### src/verilog/urx_pkg.sv
// Purpose: shared constants and carriers for the ulpi register access and status block
// Assumes: single 60 MHz ulpi clock domain
// Notes: command encodings and status byte layout
package urx_pkg;
  localparam logic [1:0] CMD_IDLE = 2'h0;
  localparam logic [1:0] CMD_TX = 2'h1;
  localparam logic [1:0] CMD_WRITE = 2'h2;
  localparam logic [1:0] CMD_READ = 2'h3;
  localparam logic [5:0] EXT_ADDR = 6'h2F;
  localparam logic [7:0] IDLE_BYTE = 8'h00;
  localparam int CMD_HI = 7;
  localparam int CMD_LO = 6;
  localparam int ADDR_HI = 5;
  localparam logic [1:0] VB_BELOW_END = 2'h0;
  localparam logic [1:0] VB_END_TO_VALID = 2'h1;
  localparam logic [1:0] VB_VALID_TO_BUS = 2'h2;
  localparam logic [1:0] VB_BUS_VALID = 2'h3;
  localparam logic [1:0] EV_NONE = 2'h0;

  // live line and comparator status
  typedef struct packed {
    logic alt_int;
    logic id_level;
    logic [1:0] rx_event;
    logic session_end_flag;
    logic session_valid_flag;
    logic bus_power_valid_flag;
    logic [1:0] line_state;
  } urx_status_s;

  // register file access port
  typedef struct packed {
    logic write;
    logic read;
    logic [7:0] addr;
    logic [7:0] data;
  } urx_reg_req_s;
endpackage : urx_pkg

### src/verilog/urx_ulpi_core.sv
// Purpose: ulpi transceiver-side register access and receive-command status sender
// Assumes: sys_clk is the ulpi clock; status inputs may be asynchronous
// Notes: packet datapaths and the register store itself live outside
// Operation
// - write command has top bits 10b, low six bits register address.
// - nxt rises two cycles after command; data accepted, nxt drops next cycle.
// - link sends idle and pulses stop; data committed after stop deasserts.
// - direction stays low through a whole register write; the core sets dir in ST_CMD if rx_active is high as the command is taken.
// - address 2Fh selects extended access; extra address byte precedes data.
// - immediate read: nxt, then dir up nxt down, turnaround, data, release.
// - extended read takes address byte then behaves like immediate read.
// - status byte sent only in synchronous mode while owning the bus.
// - status sent on line, comparator, receive, start-up and mode-exit events.
// - during receive, status byte each cycle with nxt low and dir high.
// - status events during transmit wait until stop deasserts; current value sent.
// - bits 1:0 line state; bits 3:2 encode vbus level.
// - bit 6 id pin level; bit 7 unmasked alternate interrupt.
// - each direction change except the receive-end drop gets one ignored turnaround cycle; the core decodes data_in in the first cycle after that drop.
module urx_ulpi_core
  import urx_pkg::*;
#(
  parameter int SYNC_STAGES = 3
) (
  // clock and reset
  input wire logic sys_clk,
  input wire logic rst_b,
  // ulpi bus
  input wire logic [7:0] data_in,
  output logic [7:0] data_out,
  output logic data_oe,
  output logic dir,
  output logic nxt,
  input wire logic stp,
  // mode and packet-path context
  input wire logic sync_mode,
  input wire logic rx_active,
  input wire logic tx_active,
  input wire logic startup,
  input wire logic mode_exit,
  // asynchronous status sources
  input wire urx_status_s status_raw,
  // register store port
  output urx_reg_req_s reg_req,
  input wire logic [7:0] reg_rdata
);
  typedef enum {
    ST_IDLE, ST_CMD, ST_NXT, ST_EXT, ST_DATA, ST_STOP, ST_COMMIT,
    ST_RD_TURN, ST_RD_DATA, ST_TA_BACK, ST_ST_TURN, ST_ST_SEND
  } urx_state_e;

  localparam int SW = $bits(urx_status_s);

  urx_state_e state;
  urx_state_e next_state;
  logic [SW-1:0] sync1, sync2, sync3;
  urx_status_s status;
  urx_status_s status_prev;
  logic [7:0] cmd;
  logic [7:0] addr;
  logic [7:0] wdata;
  logic ext;
  logic pending;
  logic change;
  logic was_tx;
  logic stp_d;
  logic [7:0] status_byte;

  function automatic logic [1:0] vbus_code(input urx_status_s s);
    if (s.bus_power_valid_flag) vbus_code = VB_BUS_VALID;
    else if (s.session_valid_flag) vbus_code = VB_VALID_TO_BUS;
    else if (s.session_end_flag) vbus_code = VB_BELOW_END;
    else vbus_code = VB_END_TO_VALID;
  endfunction : vbus_code

  // three-stage synchroniser; change counts when stages two and three agree
  always_ff @(posedge sys_clk or negedge rst_b) begin
    if (!rst_b) begin
      sync1 <= '0;
      sync2 <= '0;
      sync3 <= '0;
      status <= '0;
    end else begin
      sync1 <= status_raw;
      sync2 <= sync1;
      sync3 <= sync2;
      if (sync2 == sync3) status <= urx_status_s'(sync3);
    end
  end

  // current status at the moment of sending
  always_comb begin
    status_byte = {status.alt_int, status.id_level, status.rx_event,
                   vbus_code(status), status.line_state};
  end

  // status event detection: set wins over the clear of sending
  assign change = (status != status_prev) || startup || mode_exit;
  always_ff @(posedge sys_clk or negedge rst_b) begin
    if (!rst_b) begin
      status_prev <= '0;
      pending <= 1'b0;
      was_tx <= 1'b0;
      stp_d <= 1'b0;
    end else begin
      status_prev <= status;
      was_tx <= tx_active;
      stp_d <= stp;
      if (change) pending <= 1'b1;
      else if (state == ST_ST_SEND) pending <= 1'b0;
    end
  end

  // command capture
  always_ff @(posedge sys_clk or negedge rst_b) begin
    if (!rst_b) begin
      cmd <= IDLE_BYTE;
      addr <= IDLE_BYTE;
      wdata <= IDLE_BYTE;
      ext <= 1'b0;
    end else begin
      if (state == ST_IDLE && !dir && !tx_active) begin
        cmd <= data_in;
        addr <= {2'h0, data_in[ADDR_HI:0]};
        ext <= (data_in[ADDR_HI:0] == EXT_ADDR);
      end
      if (state == ST_EXT) addr <= data_in;
      if (state == ST_DATA) wdata <= data_in;
    end
  end

  logic tx_block;
  assign tx_block = tx_active || was_tx || stp_d;

  always_comb begin
    next_state = state;
    case (state)
      ST_IDLE: begin
        if (sync_mode && !tx_active &&
            (data_in[CMD_HI:CMD_LO] == CMD_WRITE || data_in[CMD_HI:CMD_LO] == CMD_READ))
          next_state = ST_CMD;
        else if (sync_mode && pending && !tx_block && !stp && !rx_active)
          next_state = ST_ST_TURN;
      end
      ST_CMD: next_state = ST_NXT;
      ST_NXT: begin
        if (ext) next_state = ST_EXT;
        else if (cmd[CMD_HI:CMD_LO] == CMD_READ) next_state = ST_RD_TURN;
        else next_state = ST_DATA;
      end
      ST_EXT: begin
        if (cmd[CMD_HI:CMD_LO] == CMD_READ) next_state = ST_RD_TURN;
        else next_state = ST_DATA;
      end
      ST_DATA: next_state = ST_STOP;
      ST_STOP: if (stp) next_state = ST_COMMIT;
      ST_COMMIT: next_state = ST_IDLE;
      ST_RD_TURN: next_state = ST_RD_DATA;
      ST_RD_DATA: next_state = ST_TA_BACK;
      ST_ST_TURN: next_state = ST_ST_SEND;
      ST_ST_SEND: next_state = ST_TA_BACK;
      ST_TA_BACK: next_state = ST_IDLE;
      default: next_state = ST_IDLE;
    endcase
  end

  always_ff @(posedge sys_clk or negedge rst_b) begin
    if (!rst_b) state <= ST_IDLE;
    else state <= next_state;
  end

  // bus outputs: dir low for all write states except ST_CMD entered while rx_active is high
  always_ff @(posedge sys_clk or negedge rst_b) begin
    if (!rst_b) begin
      dir <= 1'b0;
      nxt <= 1'b0;
      data_out <= IDLE_BYTE;
      data_oe <= 1'b0;
    end else begin
      dir <= (next_state == ST_RD_TURN) || (next_state == ST_RD_DATA) ||
             (next_state == ST_ST_TURN) || (next_state == ST_ST_SEND) ||
             (sync_mode && rx_active && state == ST_IDLE);
      nxt <= (next_state == ST_NXT) || (next_state == ST_EXT) ||
             (next_state == ST_DATA);
      data_oe <= (next_state == ST_RD_DATA) || (next_state == ST_ST_SEND) ||
                 (sync_mode && rx_active && dir && state == ST_IDLE);
      if (next_state == ST_RD_DATA) data_out <= reg_rdata;
      else if (next_state == ST_ST_SEND || (rx_active && dir))
        data_out <= status_byte;
      else data_out <= IDLE_BYTE;
    end
  end

  // register store strobes; write commits after stop drops
  always_ff @(posedge sys_clk or negedge rst_b) begin
    if (!rst_b) reg_req <= '0;
    else begin
      reg_req.write <= (state == ST_COMMIT) && !stp;
      reg_req.read <= (next_state == ST_RD_TURN);
      reg_req.addr <= (next_state == ST_RD_TURN) ? (state == ST_EXT ? data_in : addr) : addr;
      reg_req.data <= wdata;
    end
  end
endmodule : urx_ulpi_core

### config.mk
export PLATFORM = sky130hd
export DESIGN_NAME = urx_ulpi_core
export DESIGN_NICKNAME = d
export VERILOG_FILES = /design/src/verilog/urx_pkg.sv /design/src/verilog/urx_ulpi_core.sv
export SDC_FILE = /design/constraint.sdc
export NUM_CORES = 1
export LEC_CHECK = 0
export ABC_AREA = 1
export BUFFER_PORTS_ARGS = -buffer_cell sky130_fd_sc_hd__buf_2
export CORE_AREA = 4 4 134 136
export DETAILED_ROUTE_END_ITERATION = 7
export DIE_AREA = 0 0 138 140
export HOLD_SLACK_MARGIN = 0.1
export PLACE_DENSITY = 0.52
export SLEW_MARGIN = 15
export SYNTH_ARGS = -nofsm -noshare
export SYNTH_HDL_FRONTEND = slang
export SYNTH_SLANG_ARGS = --single-unit
### constraint.sdc
create_clock -name sys_clk -period 1.57 [get_ports sys_clk]
set_input_delay 0 -clock sys_clk [delete_from_list [all_inputs] [get_ports sys_clk]]
set_output_delay 0 -clock sys_clk [all_outputs]
set_load 0.005 [all_outputs]
==> impl_summary.log, run 1 <==
INFO  metric status = finished, violations left
INFO  metric violations = negative setup slack
INFO  metric drive_above_1_share = 32.67%
INFO  metric portBuffers = 61
INFO  metric diodes = 0
INFO  metric synth_compound_area_share = 5.032%
INFO  metric critical_path.max_stage_delay = 390 ps
INFO  metric power_leakage = 3.580 nW
INFO  metric gr-usage-all-layers = 11.51%
INFO  metric first_global_vias = 3740
INFO  metric yosysWarningCount = 0
INFO  metric cts_buffer_depth = 2
INFO  metric ioPinCount = 62
INFO  metric synthesis.area_per_instance = 10.66 sq um
INFO  metric routed_wire_length_per_instance = 11.96 um
INFO  metric grt_antenna_before_repair = 0
INFO  metric dp_slack = -157.6 ps
INFO  metric layout_worst_path_cycle_share = 106.3%
INFO  metric num_vias = 3620
INFO  metric clock_skew_after_layout = 7.733 ps
INFO  metric tritoncts = yes
INFO  metric area.growth.synth_to_final = 43.56%
INFO  metric grt_util_met3 = 3.824%
INFO  metric critPathLaunchType = register
INFO  metric timing.critical_path.slowest_stage_cell = sky130_fd_sc_hd__dfrtp_1
INFO  metric timing.final.hold_violations = 0
INFO  metric drt.antenna.violating_nets = 0
INFO  metric cp_max_fo = 8
INFO  metric drc = 0
INFO  metric insertion_delay = 420 ps
INFO  metric area_enclosed_by_the_die_boundary = 19320 sq um
INFO  metric chipWidth = 138 um
INFO  metric power.density_cell_area = 1097 nW/um^2
INFO  metric die_h = 140 um
INFO  metric drv_cap = 0
INFO  metric share_of_synthesized_cell_area_in_full_adder_half_adder_and_majority_cells = 0%
INFO  metric met2_usage = 18.11%
INFO  metric cts-buffers-inserted = 17
INFO  metric first_iter_violations = 182
INFO  metric report.power.total = 7.755 mW
INFO  metric final_critical_path_setup_slack = -98.96 ps
INFO  metric timing.setup.critical_path_class = reg2reg
INFO  metric synthMuxAreaShare = 1.372%
INFO  metric netlist-cell-type-count = 42
INFO  metric setup-violations-final = 25
INFO  metric synth-xor-area-share = 1.423%
INFO  metric slew_headroom = 63.43%
INFO  metric main_combinational_cell_family_by_area_after_synthesis = simple AND/OR/NAND/NOR gates
INFO  metric worstPathRequired = 1870 ps
INFO  metric routed_via_density = 4.142
INFO  metric grt_start_max_net_pins = 41
INFO  metric clkSinkCount = 128
INFO  metric finalSetupTns = -1065 ps
INFO  metric worst-path-buf-inv = 1
INFO  metric sequential_cell_area_fraction_in_the_yosys_report = 65.06%
INFO  metric cts_htree_levels = 4
INFO  metric worst_path_dominant_cell_family = simple AND/OR/NAND/NOR gates
INFO  metric final_gp_congestion = 0.8816
INFO  metric crit_path_end_kind = register
INFO  metric report.final.slew_viol_count = 0
INFO  metric yosys_reg_bits = 128
INFO  metric grt_overflow = 0
INFO  metric grt_setup_unrepaired = yes
INFO  metric tightest_slew = 548.6 ps
INFO  metric grt.met1_usage = 14.19%
INFO  metric hold_path.class = in2async
INFO  metric nets = 669
INFO  metric initial_utilization = 29.07%
INFO  metric core_region_area = 16940 sq um
INFO  metric routed_wirelength = 10460 um
INFO  metric post_synth_instance_area = 4923 sq um
INFO  metric num_rows = 48
INFO  metric power.ir.vdd_worst = 0.8746 mV
INFO  metric min_period = 1669 ps
INFO  metric synth-simple-area-share = 20.74%
INFO  metric path_cells = nor2_4 -> nand2_1 -> nor2_1 -> nand3_2 -> nor2_4 -> nand3_4 -> buf_6 -> nand3_2 -> nand2_1
INFO  metric ctsRootBufferMaster = sky130_fd_sc_hd__clkbuf_16
INFO  metric max_freq = 0.5992 GHz
INFO  metric first_pass_iters = 4
INFO  metric clk_transition_reported_paths = 60 ps
INFO  metric worstPathArrival = 1970 ps
INFO  metric synth_cells = 462
INFO  metric grt_pass1_wl = 17850 um
INFO  metric dpl.hpwl = 7102 um
INFO  metric globalRoute.busiestLayer = met2
[synth_stat cells]
library cell	n	area [sq um]
sky130_fd_sc_hd__o2111ai_1	1	8.760
sky130_fd_sc_hd__nand3b_1	1	7.510
sky130_fd_sc_hd__mux2_4	3	45.04
sky130_fd_sc_hd__o21ai_2	2	17.52
sky130_fd_sc_hd__nor2_1	37	138.9
sky130_fd_sc_hd__nor2_8	2	40.04
sky130_fd_sc_hd__o22ai_1	2	12.51
sky130_fd_sc_hd__o41ai_1	1	8.760
sky130_fd_sc_hd__mux2_2	2	22.52
sky130_fd_sc_hd__nor4_1	3	18.77
sky130_fd_sc_hd__buf_8	1	15.01
sky130_fd_sc_hd__nand2_1	95	356.6
sky130_fd_sc_hd__nor3_1	3	15.01
sky130_fd_sc_hd__a22o_1	1	8.760
sky130_fd_sc_hd__buf_6	3	33.78
sky130_fd_sc_hd__nand3_2	1	10.01
sky130_fd_sc_hd__nand3_4	4	70.07
sky130_fd_sc_hd__nor2_4	3	33.78
sky130_fd_sc_hd__inv_1	61	229.0
sky130_fd_sc_hd__conb_1	1	3.750
sky130_fd_sc_hd__o211ai_1	1	7.510
sky130_fd_sc_hd__and2_4	1	8.760
sky130_fd_sc_hd__and3_1	1	6.260
sky130_fd_sc_hd__nand2_2	10	62.56
sky130_fd_sc_hd__xnor2_1	3	26.28
sky130_fd_sc_hd__dfrtp_1	128	3203
sky130_fd_sc_hd__inv_2	5	18.77
sky130_fd_sc_hd__xor2_1	5	43.79
sky130_fd_sc_hd__nor2_2	5	31.28
sky130_fd_sc_hd__o21ai_0	20	100.1
sky130_fd_sc_hd__nor4b_1	1	8.760
sky130_fd_sc_hd__nand4_1	4	25.02
sky130_fd_sc_hd__nor3_2	1	10.01
sky130_fd_sc_hd__clkinv_1	1	3.750
sky130_fd_sc_hd__a21oi_1	2	10.01
sky130_fd_sc_hd__nand4_2	2	25.02
sky130_fd_sc_hd__a211oi_1	2	15.01
sky130_fd_sc_hd__o21ai_1	10	50.05
sky130_fd_sc_hd__nand3_1	28	140.1
sky130_fd_sc_hd__buf_2	2	10.01
sky130_fd_sc_hd__a221oi_1	1	8.760
sky130_fd_sc_hd__or2_2	2	12.51
[sequential cells by signal, summed over array words and instances (netlist names)]
register	flops
state	32
status	9
cmd	2
sync1	9
data_oe	1
reg_req	18
addr	8
dir	1
sync2	9
status_prev	9
stp_d	1
data_out	8
wdata	8
ext	1
pending	1
was_tx	1
nxt	1
sync3	9
[cell families after synthesis]
group / count (synthesis)
buffers and inverters: 73
muxes: 5
and+or+nand+nor: 204
other: 1
AOI/OAI and AO/OA: 43
DFF: 128
xor gates and xnor gates: 8
[through the flow]
step                std cells  util, %  instance area [sq um]  hold slack [ps]
floorplan                 489        -                   5025           -295.6
global placement          799    34.50                   5843            25.24
detailed placement        799    34.50                   5843            25.95
CTS                       867    40.56                   6869            116.9
global route              874    41.73                   7068            160.8
finish                    874    41.73                   7068            112.4
[cells in the final DEF, fill, tap and decap left out, types with 6 or more instances in the layout]
| cell type | synthesis | layout |
|---|---|---|
| sky130_fd_sc_hd__buf_2 | 2 | 60 |
| sky130_fd_sc_hd__nand2_4 | 0 | 8 |
| sky130_fd_sc_hd__conb_1 | 1 | 28 |
| sky130_fd_sc_hd__o21ai_1 | 10 | 11 |
| sky130_fd_sc_hd__dfrtp_1 | 128 | 126 |
| sky130_fd_sc_hd__dlygate4sd3_1 | 0 | 32 |
| sky130_fd_sc_hd__nor2_2 | 5 | 8 |
| sky130_fd_sc_hd__buf_4 | 0 | 31 |
| sky130_fd_sc_hd__nand2_2 | 10 | 16 |
| sky130_fd_sc_hd__nand2_1 | 95 | 82 |
| sky130_fd_sc_hd__o21ai_0 | 20 | 15 |
| sky130_fd_sc_hd__nor2_4 | 3 | 11 |
| sky130_fd_sc_hd__nor2_1 | 37 | 27 |
| sky130_fd_sc_hd__nand3_2 | 1 | 6 |
| sky130_fd_sc_hd__inv_1 | 61 | 60 |
| sky130_fd_sc_hd__o21ai_2 | 2 | 6 |
| sky130_fd_sc_hd__clkbuf_16 | 0 | 17 |
| sky130_fd_sc_hd__nand3_1 | 28 | 22 |
[where the power goes]
part / total, mW / internal, mW / switching (mW) / leakage, nW
registers: 3.55 / 3.46 / 0.0874 / 1.56
clock network: 3.75 / 2.37 / 1.38 / 0.270
logic: 0.455 / 0.209 / 0.246 / 1.75
[worst paths after layout]
check,start,endpoint,slack (ps),cells after the start
max,state[26],addr[6],-100,9
min,rst_b,addr[7],110,2
max in group asynchronous,rst_b,sync1[3],880,3
min reg2reg,sync1[6],sync2[6],350,0
max reg2reg,state[26],addr[6],-100,9
min in group sys_clk,status_raw[3],sync1[3],220,2
[metal layers]
metal,up-vias,wire length (um),share of wire (%)
li1,1787,-,-
met1,1715,4593,44
met2,96,5090,49
met3,22,521,5.0
met4,0,252,2.4
met5,-,0,0
[layout make-up]
cell class	instances	area, sq um
clock buffers	22	454.2
clock inverters	10	111.4
fillers	1612	9868
inverters	67	254.0
multi-input cells	291	1774
flip-flops and latches	128	3206
well taps	225	281.5
repair buffers	131	987.2
[what timing repair did]
action                                  CTS  global route
endpoints found under the hold margin   179             0
gates cloned                              1             2
pin swaps                                14            14
resized for setup                        31            36
hold buffers                             32             0
buffers inserted                          3             5
endpoints found under the setup margin   40            46
Note: power is estimated with default switching activity, not from simulation.
==> run 2: changes to the inputs <==
Settings changed: CORE_AREA 4 4 134 136 to 2 2 132 134, DIE_AREA 0 0 138 140 to 0 0 134 136, PLACE_DENSITY 0.52 to 0.45.
==> run 2 against run 1 <==
Compared with the run above: combinational power up 0.9%; core utilization is 1.3 points higher; global-route usage up 0.66 points; the flow still finishes with violations (negative setup slack); highest routed layer unchanged; sequential share of layout area fell by 1.2 points; sequential power about the same; largest power group unchanged; routed wire length is essentially flat; critical endpoint is now wdata[3]; die area down 5.7%.
==> impl_summary.log, run 2 (synthesis gave the netlist of run 1 again) <==
INFO  metric gr-usage-all-layers = 12.17% (+0.66 points)
INFO  metric die_h = 136 um (-2.9%)
INFO  metric clock_skew_after_layout = 7.921 ps (+0.1877 ps)
INFO  metric r2r_start = state[25]
INFO  metric drv_cap = 0 (unchanged)
INFO  metric ff2ff_setup_slack = -100 ps (about the same)
INFO  metric power.ir.vdd_worst = 0.8074 mV (-7.7%)
INFO  metric finalSetupTns = -1047 ps (+17.31 ps)
INFO  metric cp_max_fo = 8 (unchanged)
INFO  metric clk_transition_reported_paths = 60 ps (about the same)
INFO  metric clkSinkCount = 128 (unchanged)
INFO  metric status = finished, violations left
INFO  metric grt_start_max_net_pins = 73 (+78%)
INFO  metric diodes = 0 (unchanged)
INFO  metric setup-violations-final = 23 (-8.0%)
INFO  metric dp_slack = -153.1 ps (+4.529 ps)
INFO  metric layout_common_cells = sky130_fd_sc_hd__dfrtp_1, sky130_fd_sc_hd__nand2_1, sky130_fd_sc_hd__buf_2, sky130_fd_sc_hd__inv_1, sky130_fd_sc_hd__buf_4
INFO  metric registers.top_by_ff_count = state
INFO  metric area_enclosed_by_the_die_boundary = 18220 sq um (-5.7%)
INFO  metric timing.reg2reg.worst_path_depth = 7 (-2)
INFO  metric grt_overflow = 0 (unchanged)
INFO  metric nets = 676 (+1.0%)
INFO  metric num_vias = 3565 (-1.5%)
INFO  metric worst_path_dominant_cell_family = simple AND/OR/NAND/NOR gates
INFO  metric violations = negative setup slack
INFO  metric power.density_cell_area = 1112 nW/um^2 (+1.3%)
INFO  metric finish.utilization = 43.01% (+1.3 points)
INFO  metric path_cells = nor2_2 -> buf_4 -> nand4_4 -> nor2_8 -> nand2_2 -> buf_12 -> mux2_4
INFO  metric final_common_cell = sky130_fd_sc_hd__dfrtp_1
INFO  metric grt_setup_unrepaired = yes
INFO  metric chipWidth = 134 um (-2.9%)
INFO  metric power_leakage = 3.663 nW (+2.3%)
INFO  metric ioPinCount = 62 (unchanged)
INFO  metric drive_above_1_share = 36.74% (+4.1 points)
INFO  metric grt_pass1_wl = 17040 um (-4.5%)
INFO  metric routed_via_density = 4.047 (-2.3%)
INFO  metric cts_htree_levels = 4 (unchanged)
INFO  metric core_region_area = 16880 sq um (-0.35%)
INFO  metric max_reg_flops = 32 (unchanged)
INFO  metric report.final.slew_viol_count = 0 (unchanged)
INFO  metric reg.largest.list = state (32), reg_req (18)
INFO  metric crit_path_end_kind = register
INFO  metric timing.critical_path.slowest_stage_cell = sky130_fd_sc_hd__dfrtp_1
INFO  metric first_global_vias = 3628 (-3.0%)
INFO  metric worstPathArrival = 1960 ps (about the same)
INFO  metric layout_worst_path_cycle_share = 106.1% (-0.18 points)
INFO  metric portBuffers = 61 (unchanged)
INFO  metric worstPathRequired = 1860 ps (about the same)
INFO  metric min_period = 1666 ps (-2.859 ps)
INFO  metric tritoncts = yes
INFO  metric grt_antenna_before_repair = 0 (unchanged)
INFO  metric final_critical_path_setup_slack = -96.10 ps (+2.859 ps)
INFO  metric first_pass_iters = 4 (unchanged)
INFO  metric timing.setup.critical_path_class = reg2reg
INFO  metric final_gp_congestion = 0.8099 (-8.1%)
INFO  metric routed_wirelength = 10460 um (about the same)
INFO  metric num_rows = 48 (unchanged)
INFO  metric initial_utilization = 29.17% (+0.10 points)
INFO  metric hold_path.class = in2async
INFO  metric drc = 0 (unchanged)
INFO  metric critical_path.max_stage_delay = 370 ps (-20 ps)
INFO  metric routed_wire_length_per_instance = 11.88 um (-0.73%)
INFO  metric timing.final.hold_violations = 0 (unchanged)
INFO  metric first_iter_violations = 147 (-19%)
INFO  metric insertion_delay = 410 ps (about the same)
INFO  metric drt.antenna.violating_nets = 0 (unchanged)
INFO  metric cts_buffer_depth = 2 (unchanged)
INFO  metric ctsRootBufferMaster = sky130_fd_sc_hd__clkbuf_16
INFO  metric max_freq = 0.6002 GHz (+0.17%)
INFO  metric r2r-end = wdata[3]
INFO  metric area.growth.synth_to_final = 47.42%
INFO  metric critPathLaunchType = register
INFO  metric dpl.hpwl = 6950 um (-2.1%)
INFO  metric worst-path-buf-inv = 2 (+1)
INFO  metric cts-buffers-inserted = 17 (unchanged)
==> run 2: cell count changes in the layout (fill, tap and decap cells not counted), sizes merged <==
cell    change
clkbuf      -1
nand3       +1
bufinv      +1
buf         +7
nand2       -1
==> run 2: how the worst max path moves through the flow <==
| stage | slack (ps) | cells after the start | to | start |
|---|---|---|---|---|
| final | -100 | 7 | wdata[3] | state[25] |
| after global routing | -200 | 12 | nxt | state[25] |
| after CTS | -80 | 7 | wdata[2] | state[24] |
| after detailed placement | -150 | 9 | reg_req[15] | state[24] |
| after global placement | -110 | 10 | nxt | state[24] |
| after floorplan | 30 | 9 | wdata[2] | state[9] |
==> run 2: timing repair <==
item	in CTS	in global routing
setup endpoints to repair	40	53
setup buffers	8	5
gates resized for setup	46	55
hold endpoints to repair	180	0
hold buffers	32	0
pin swaps	8	23
cloned	4	0
==> run 2: power breakdown <==
| group | leakage [nW] | switching (mW) | internal, mW | total (mW) |
|---|---|---|---|---|
| logic | 1.81 | 0.245 | 0.214 | 0.459 |
| clock network | 0.297 | 1.42 | 2.64 | 4.06 |
| registers | 1.56 | 0.0890 | 3.46 | 3.55 |
| total | 3.66 | 1.76 | 6.31 | 8.07 |
==> run 2: per-stage QoR <==
stage / std cells / total power, mW / instance area, sq um / hold WS (ps)
finish: 881 / 8.069 / 7258 / 123.3
global route: 881 / 8.434 / 7258 / 150.4
CTS: 879 / 8.174 / 7092 / 143.1
detailed placement: 803 / 3.977 / 5861 / 33.08
global placement: 803 / 3.968 / 5861 / 29.90
floorplan: 489 / 3.763 / 5025 / -295.6
==> run 2: layer usage <==
layer,GRT usage [%],part of all wire (%)
met5,0,0
met4,4.728,1.6
met3,4.176,4.3
met2,20.54,49
met1,14.33,45
==> run 2: worst min-delay path: stages <==
cell	delay [ps]
sky130_fd_sc_hd__dlygate4sd3_1	530
sky130_fd_sc_hd__buf_4	140
sky130_fd_sc_hd__buf_12	250
==> run 2: area by class of cell <==
type                       count  area (sq um)
timing repair buffer         138          1046
clock buffer                  21         470.5
inverter                      67         256.5
fill                        1629          9618
clock inverter                11         155.1
sequential                   128          3206
multi-input combinational    291          1843
tap                          225         281.5
==> run 3: changes to the inputs <==
Settings changed: BUFFER_PORTS_ARGS -buffer_cell sky130_fd_sc_hd__buf_2 to not set, CORE_AREA 2 2 132 134 to 2 2 103 105, DIE_AREA 0 0 134 136 to 0 0 105 107, DONT_BUFFER_PORTS set to 1, PLACE_DENSITY 0.45 to 0.63.
==> run 3 against run 2 <==
Compared with the run above: largest power group unchanged; setup slack worse by 9.1 ps; via count up 0.56%; critical endpoint unchanged; total power is 0.54% lower; highest routed layer unchanged; flip-flop and latch count unchanged; global-route usage rose by 8.4 points; core utilization increased by 26 points; the run ends with negative hold slack, negative setup slack left; non-clock buffer count down 60; final area fell by 4.7%; routed wire length increased by 4.8%.
==> impl_summary.log, run 3 (synthesis gave the netlist of run 1 again) <==
INFO  metric status = finished, violations left
INFO  metric violations = negative hold slack, negative setup slack
INFO  metric core_region_area = 10090 sq um (-40%)
INFO  metric globalRoute.busiestLayer = met2
INFO  metric grt_antenna_before_repair = 0 (unchanged)
INFO  metric area.growth.synth_to_final = 40.53%
INFO  metric insertion_delay = 520 ps (+110 ps)
INFO  metric power.density_cell_area = 1160 nW/um^2 (+4.3%)
INFO  metric dp_slack = -192.5 ps (-39.45 ps)
INFO  metric grt_util_met3 = 5.714% (+1.5 points)
INFO  metric dpl.hpwl = 6159 um (-11%)
INFO  metric crit_path_end_kind = register
INFO  metric nets = 617 (-8.7%)
INFO  metric grt.met1_usage = 24.64% (+10 points)
INFO  metric worstPathRequired = 1970 ps (+110 ps)
INFO  metric routed_wire_length_per_instance = 14.98 um (+26%)
INFO  metric critPathLaunchType = register
INFO  metric grt_pass1_wl = 17640 um (+3.5%)
INFO  metric report.power.total = 8.025 mW (-0.54%)
INFO  metric layout_worst_path_cycle_share = 106.7% (+0.58 points)
INFO  metric num_vias = 3585 (+0.56%)
INFO  metric clock_skew_after_layout = 7.345 ps (-0.5761 ps)
INFO  metric tritoncts = yes
INFO  metric max_reg_flops = 32 (unchanged)
INFO  metric drt.antenna.violating_nets = 0 (unchanged)
INFO  metric report.final.slew_viol_count = 0 (unchanged)
INFO  metric final_common_cell = sky130_fd_sc_hd__dfrtp_1
INFO  metric clk_transition_reported_paths = 60 ps (about the same)
INFO  metric portBuffers = 0 (-100%)
INFO  metric chipWidth = 105 um (-22%)
INFO  metric grt_overflow = 0 (unchanged)
INFO  metric timing.setup.critical_path_class = reg2reg
INFO  metric layout_common_cells = sky130_fd_sc_hd__dfrtp_1, sky130_fd_sc_hd__nand2_1, sky130_fd_sc_hd__inv_1, sky130_fd_sc_hd__dlygate4sd3_1, sky130_fd_sc_hd__nand2_2
INFO  metric ioPinCount = 62 (unchanged)
INFO  metric grt_start_max_net_pins = 129 (+77%)
INFO  metric finish.utilization = 68.56% (+26 points)
INFO  metric diodes = 0 (unchanged)
INFO  metric setup-violations-final = 27 (+17%)
INFO  metric power.ir.vdd_worst = 0.9131 mV (+13%)
INFO  metric final_gp_congestion = 0.9060 (+12%)
INFO  metric gr-usage-all-layers = 20.59% (+8.4 points)
INFO  metric initial_utilization = 48.79% (+20 points)
INFO  metric reg.largest.list = state (32), reg_req (18)
INFO  metric registers.top_by_ff_count = state
INFO  metric first_pass_iters = 4 (unchanged)
INFO  metric max_freq = 0.5970 GHz (-0.54%)
INFO  metric cts-buffers-inserted = 17 (unchanged)
INFO  metric cts_buffer_depth = 2 (unchanged)
INFO  metric ctsRootBufferMaster = sky130_fd_sc_hd__clkbuf_8
INFO  metric met2_usage = 35.44% (+15 points)
INFO  metric drc = 0 (unchanged)
INFO  metric hold_path.class = in2async
INFO  metric routed_wirelength = 10970 um (+4.8%)
INFO  metric clkSinkCount = 128 (unchanged)
INFO  metric area_enclosed_by_the_die_boundary = 11240 sq um (-38%)
INFO  metric routed_via_density = 4.898 (+21%)
INFO  metric grt_setup_unrepaired = yes
INFO  metric min_period = 1675 ps (+9.058 ps)
INFO  metric drive_above_1_share = 32.72% (-4.0 points)
INFO  metric power_leakage = 3.438 nW (-6.1%)
INFO  metric finalHoldWorstSlack = -827.1 ps (-950.4 ps)
INFO  metric first_global_vias = 3641 (+0.36%)
INFO  metric cts_htree_levels = 4 (unchanged)
INFO  metric cts.hold.buffers_added = 41 (+28%)
INFO  metric die_h = 107 um (-21%)
INFO  metric num_rows = 37 (-23%)
INFO  metric drv_cap = 0 (unchanged)
INFO  metric final_critical_path_setup_slack = -105.2 ps (-9.058 ps)
INFO  metric worstPathArrival = 2080 ps (+120 ps)
INFO  metric timing.final.hold_violations = 128 (+128)
INFO  metric cp_max_fo = 8 (unchanged)
INFO  metric first_iter_violations = 208 (+41%)
==> run 3: path summary, 6_finish.rpt <==
| kind | cells after the start | slack (ps) | end | startpoint |
|---|---|---|---|---|
| worst min register to register | 0 | 350 | sync2[8] | sync1[8] |
| max in group asynchronous | 0 | 2220 | sync2[7] | rst_b |
| min in group sys_clk | 3 | 160 | data_out[6] | reg_rdata[6] |
| worst max-delay path | 8 | -110 | wdata[3] | state[6] |
| worst max register to register | 8 | -110 | wdata[3] | state[6] |
| worst min-delay path | 0 | -830 | reg_req[17] | rst_b |
==> run 3: worst max-delay path, stage by stage (launching register included) <==
cell	delay [ps]
sky130_fd_sc_hd__dfrtp_1	360
sky130_fd_sc_hd__inv_1	90
sky130_fd_sc_hd__nand2_2	100
sky130_fd_sc_hd__nor2_8	170
sky130_fd_sc_hd__nand3_1	120
sky130_fd_sc_hd__nor2_2	190
sky130_fd_sc_hd__nand2_4	90
sky130_fd_sc_hd__buf_12	150
sky130_fd_sc_hd__mux2_4	290
==> run 3: metrics by stage <==
step / cell area, sq um / cells / TNS, ps
floorplan: 5025 / 489 / 0
global placement: 5321 / 642 / -3034
detailed placement: 5321 / 642 / -4421
CTS: 6609 / 725 / -1484
global route: 6919 / 732 / -6069
finish: 6919 / 732 / -1477
==> run 3: cell type report <==
class	instances	area (sq um)
Multi-Input combinational cell	292	1931
Timing Repair Buffer	78	726.9
Sequential cell	128	3204
Clock inverter	12	181.4
Clock buffer	19	441.7
Tap cell	136	170.2
Fill cell	726	3173
Inverter	67	264.0
==> run 3: routing by layer <==
metal  routed length (um)  up-vias
li1                     -     1687
met2                 5787       86
met4                  348        0
met5                    0        -
met1                 4439     1778
met3                  391       34
==> run 3: power breakdown <==
| part | leakage [nW] | internal [mW] | switching (mW) |
|---|---|---|---|
| Sequential | 1.56 | 3.46 | 0.0979 |
| Combinational | 1.58 | 0.175 | 0.178 |
| Clock | 0.293 | 2.66 | 1.45 |
==> run 3: timing repair <==
item,in CTS,in global routing
resized for setup,49,78
buffers inserted,9,6
setup endpoints to repair,42,45
hold endpoints to repair,184,128
cloned,3,1
pin swaps,21,28
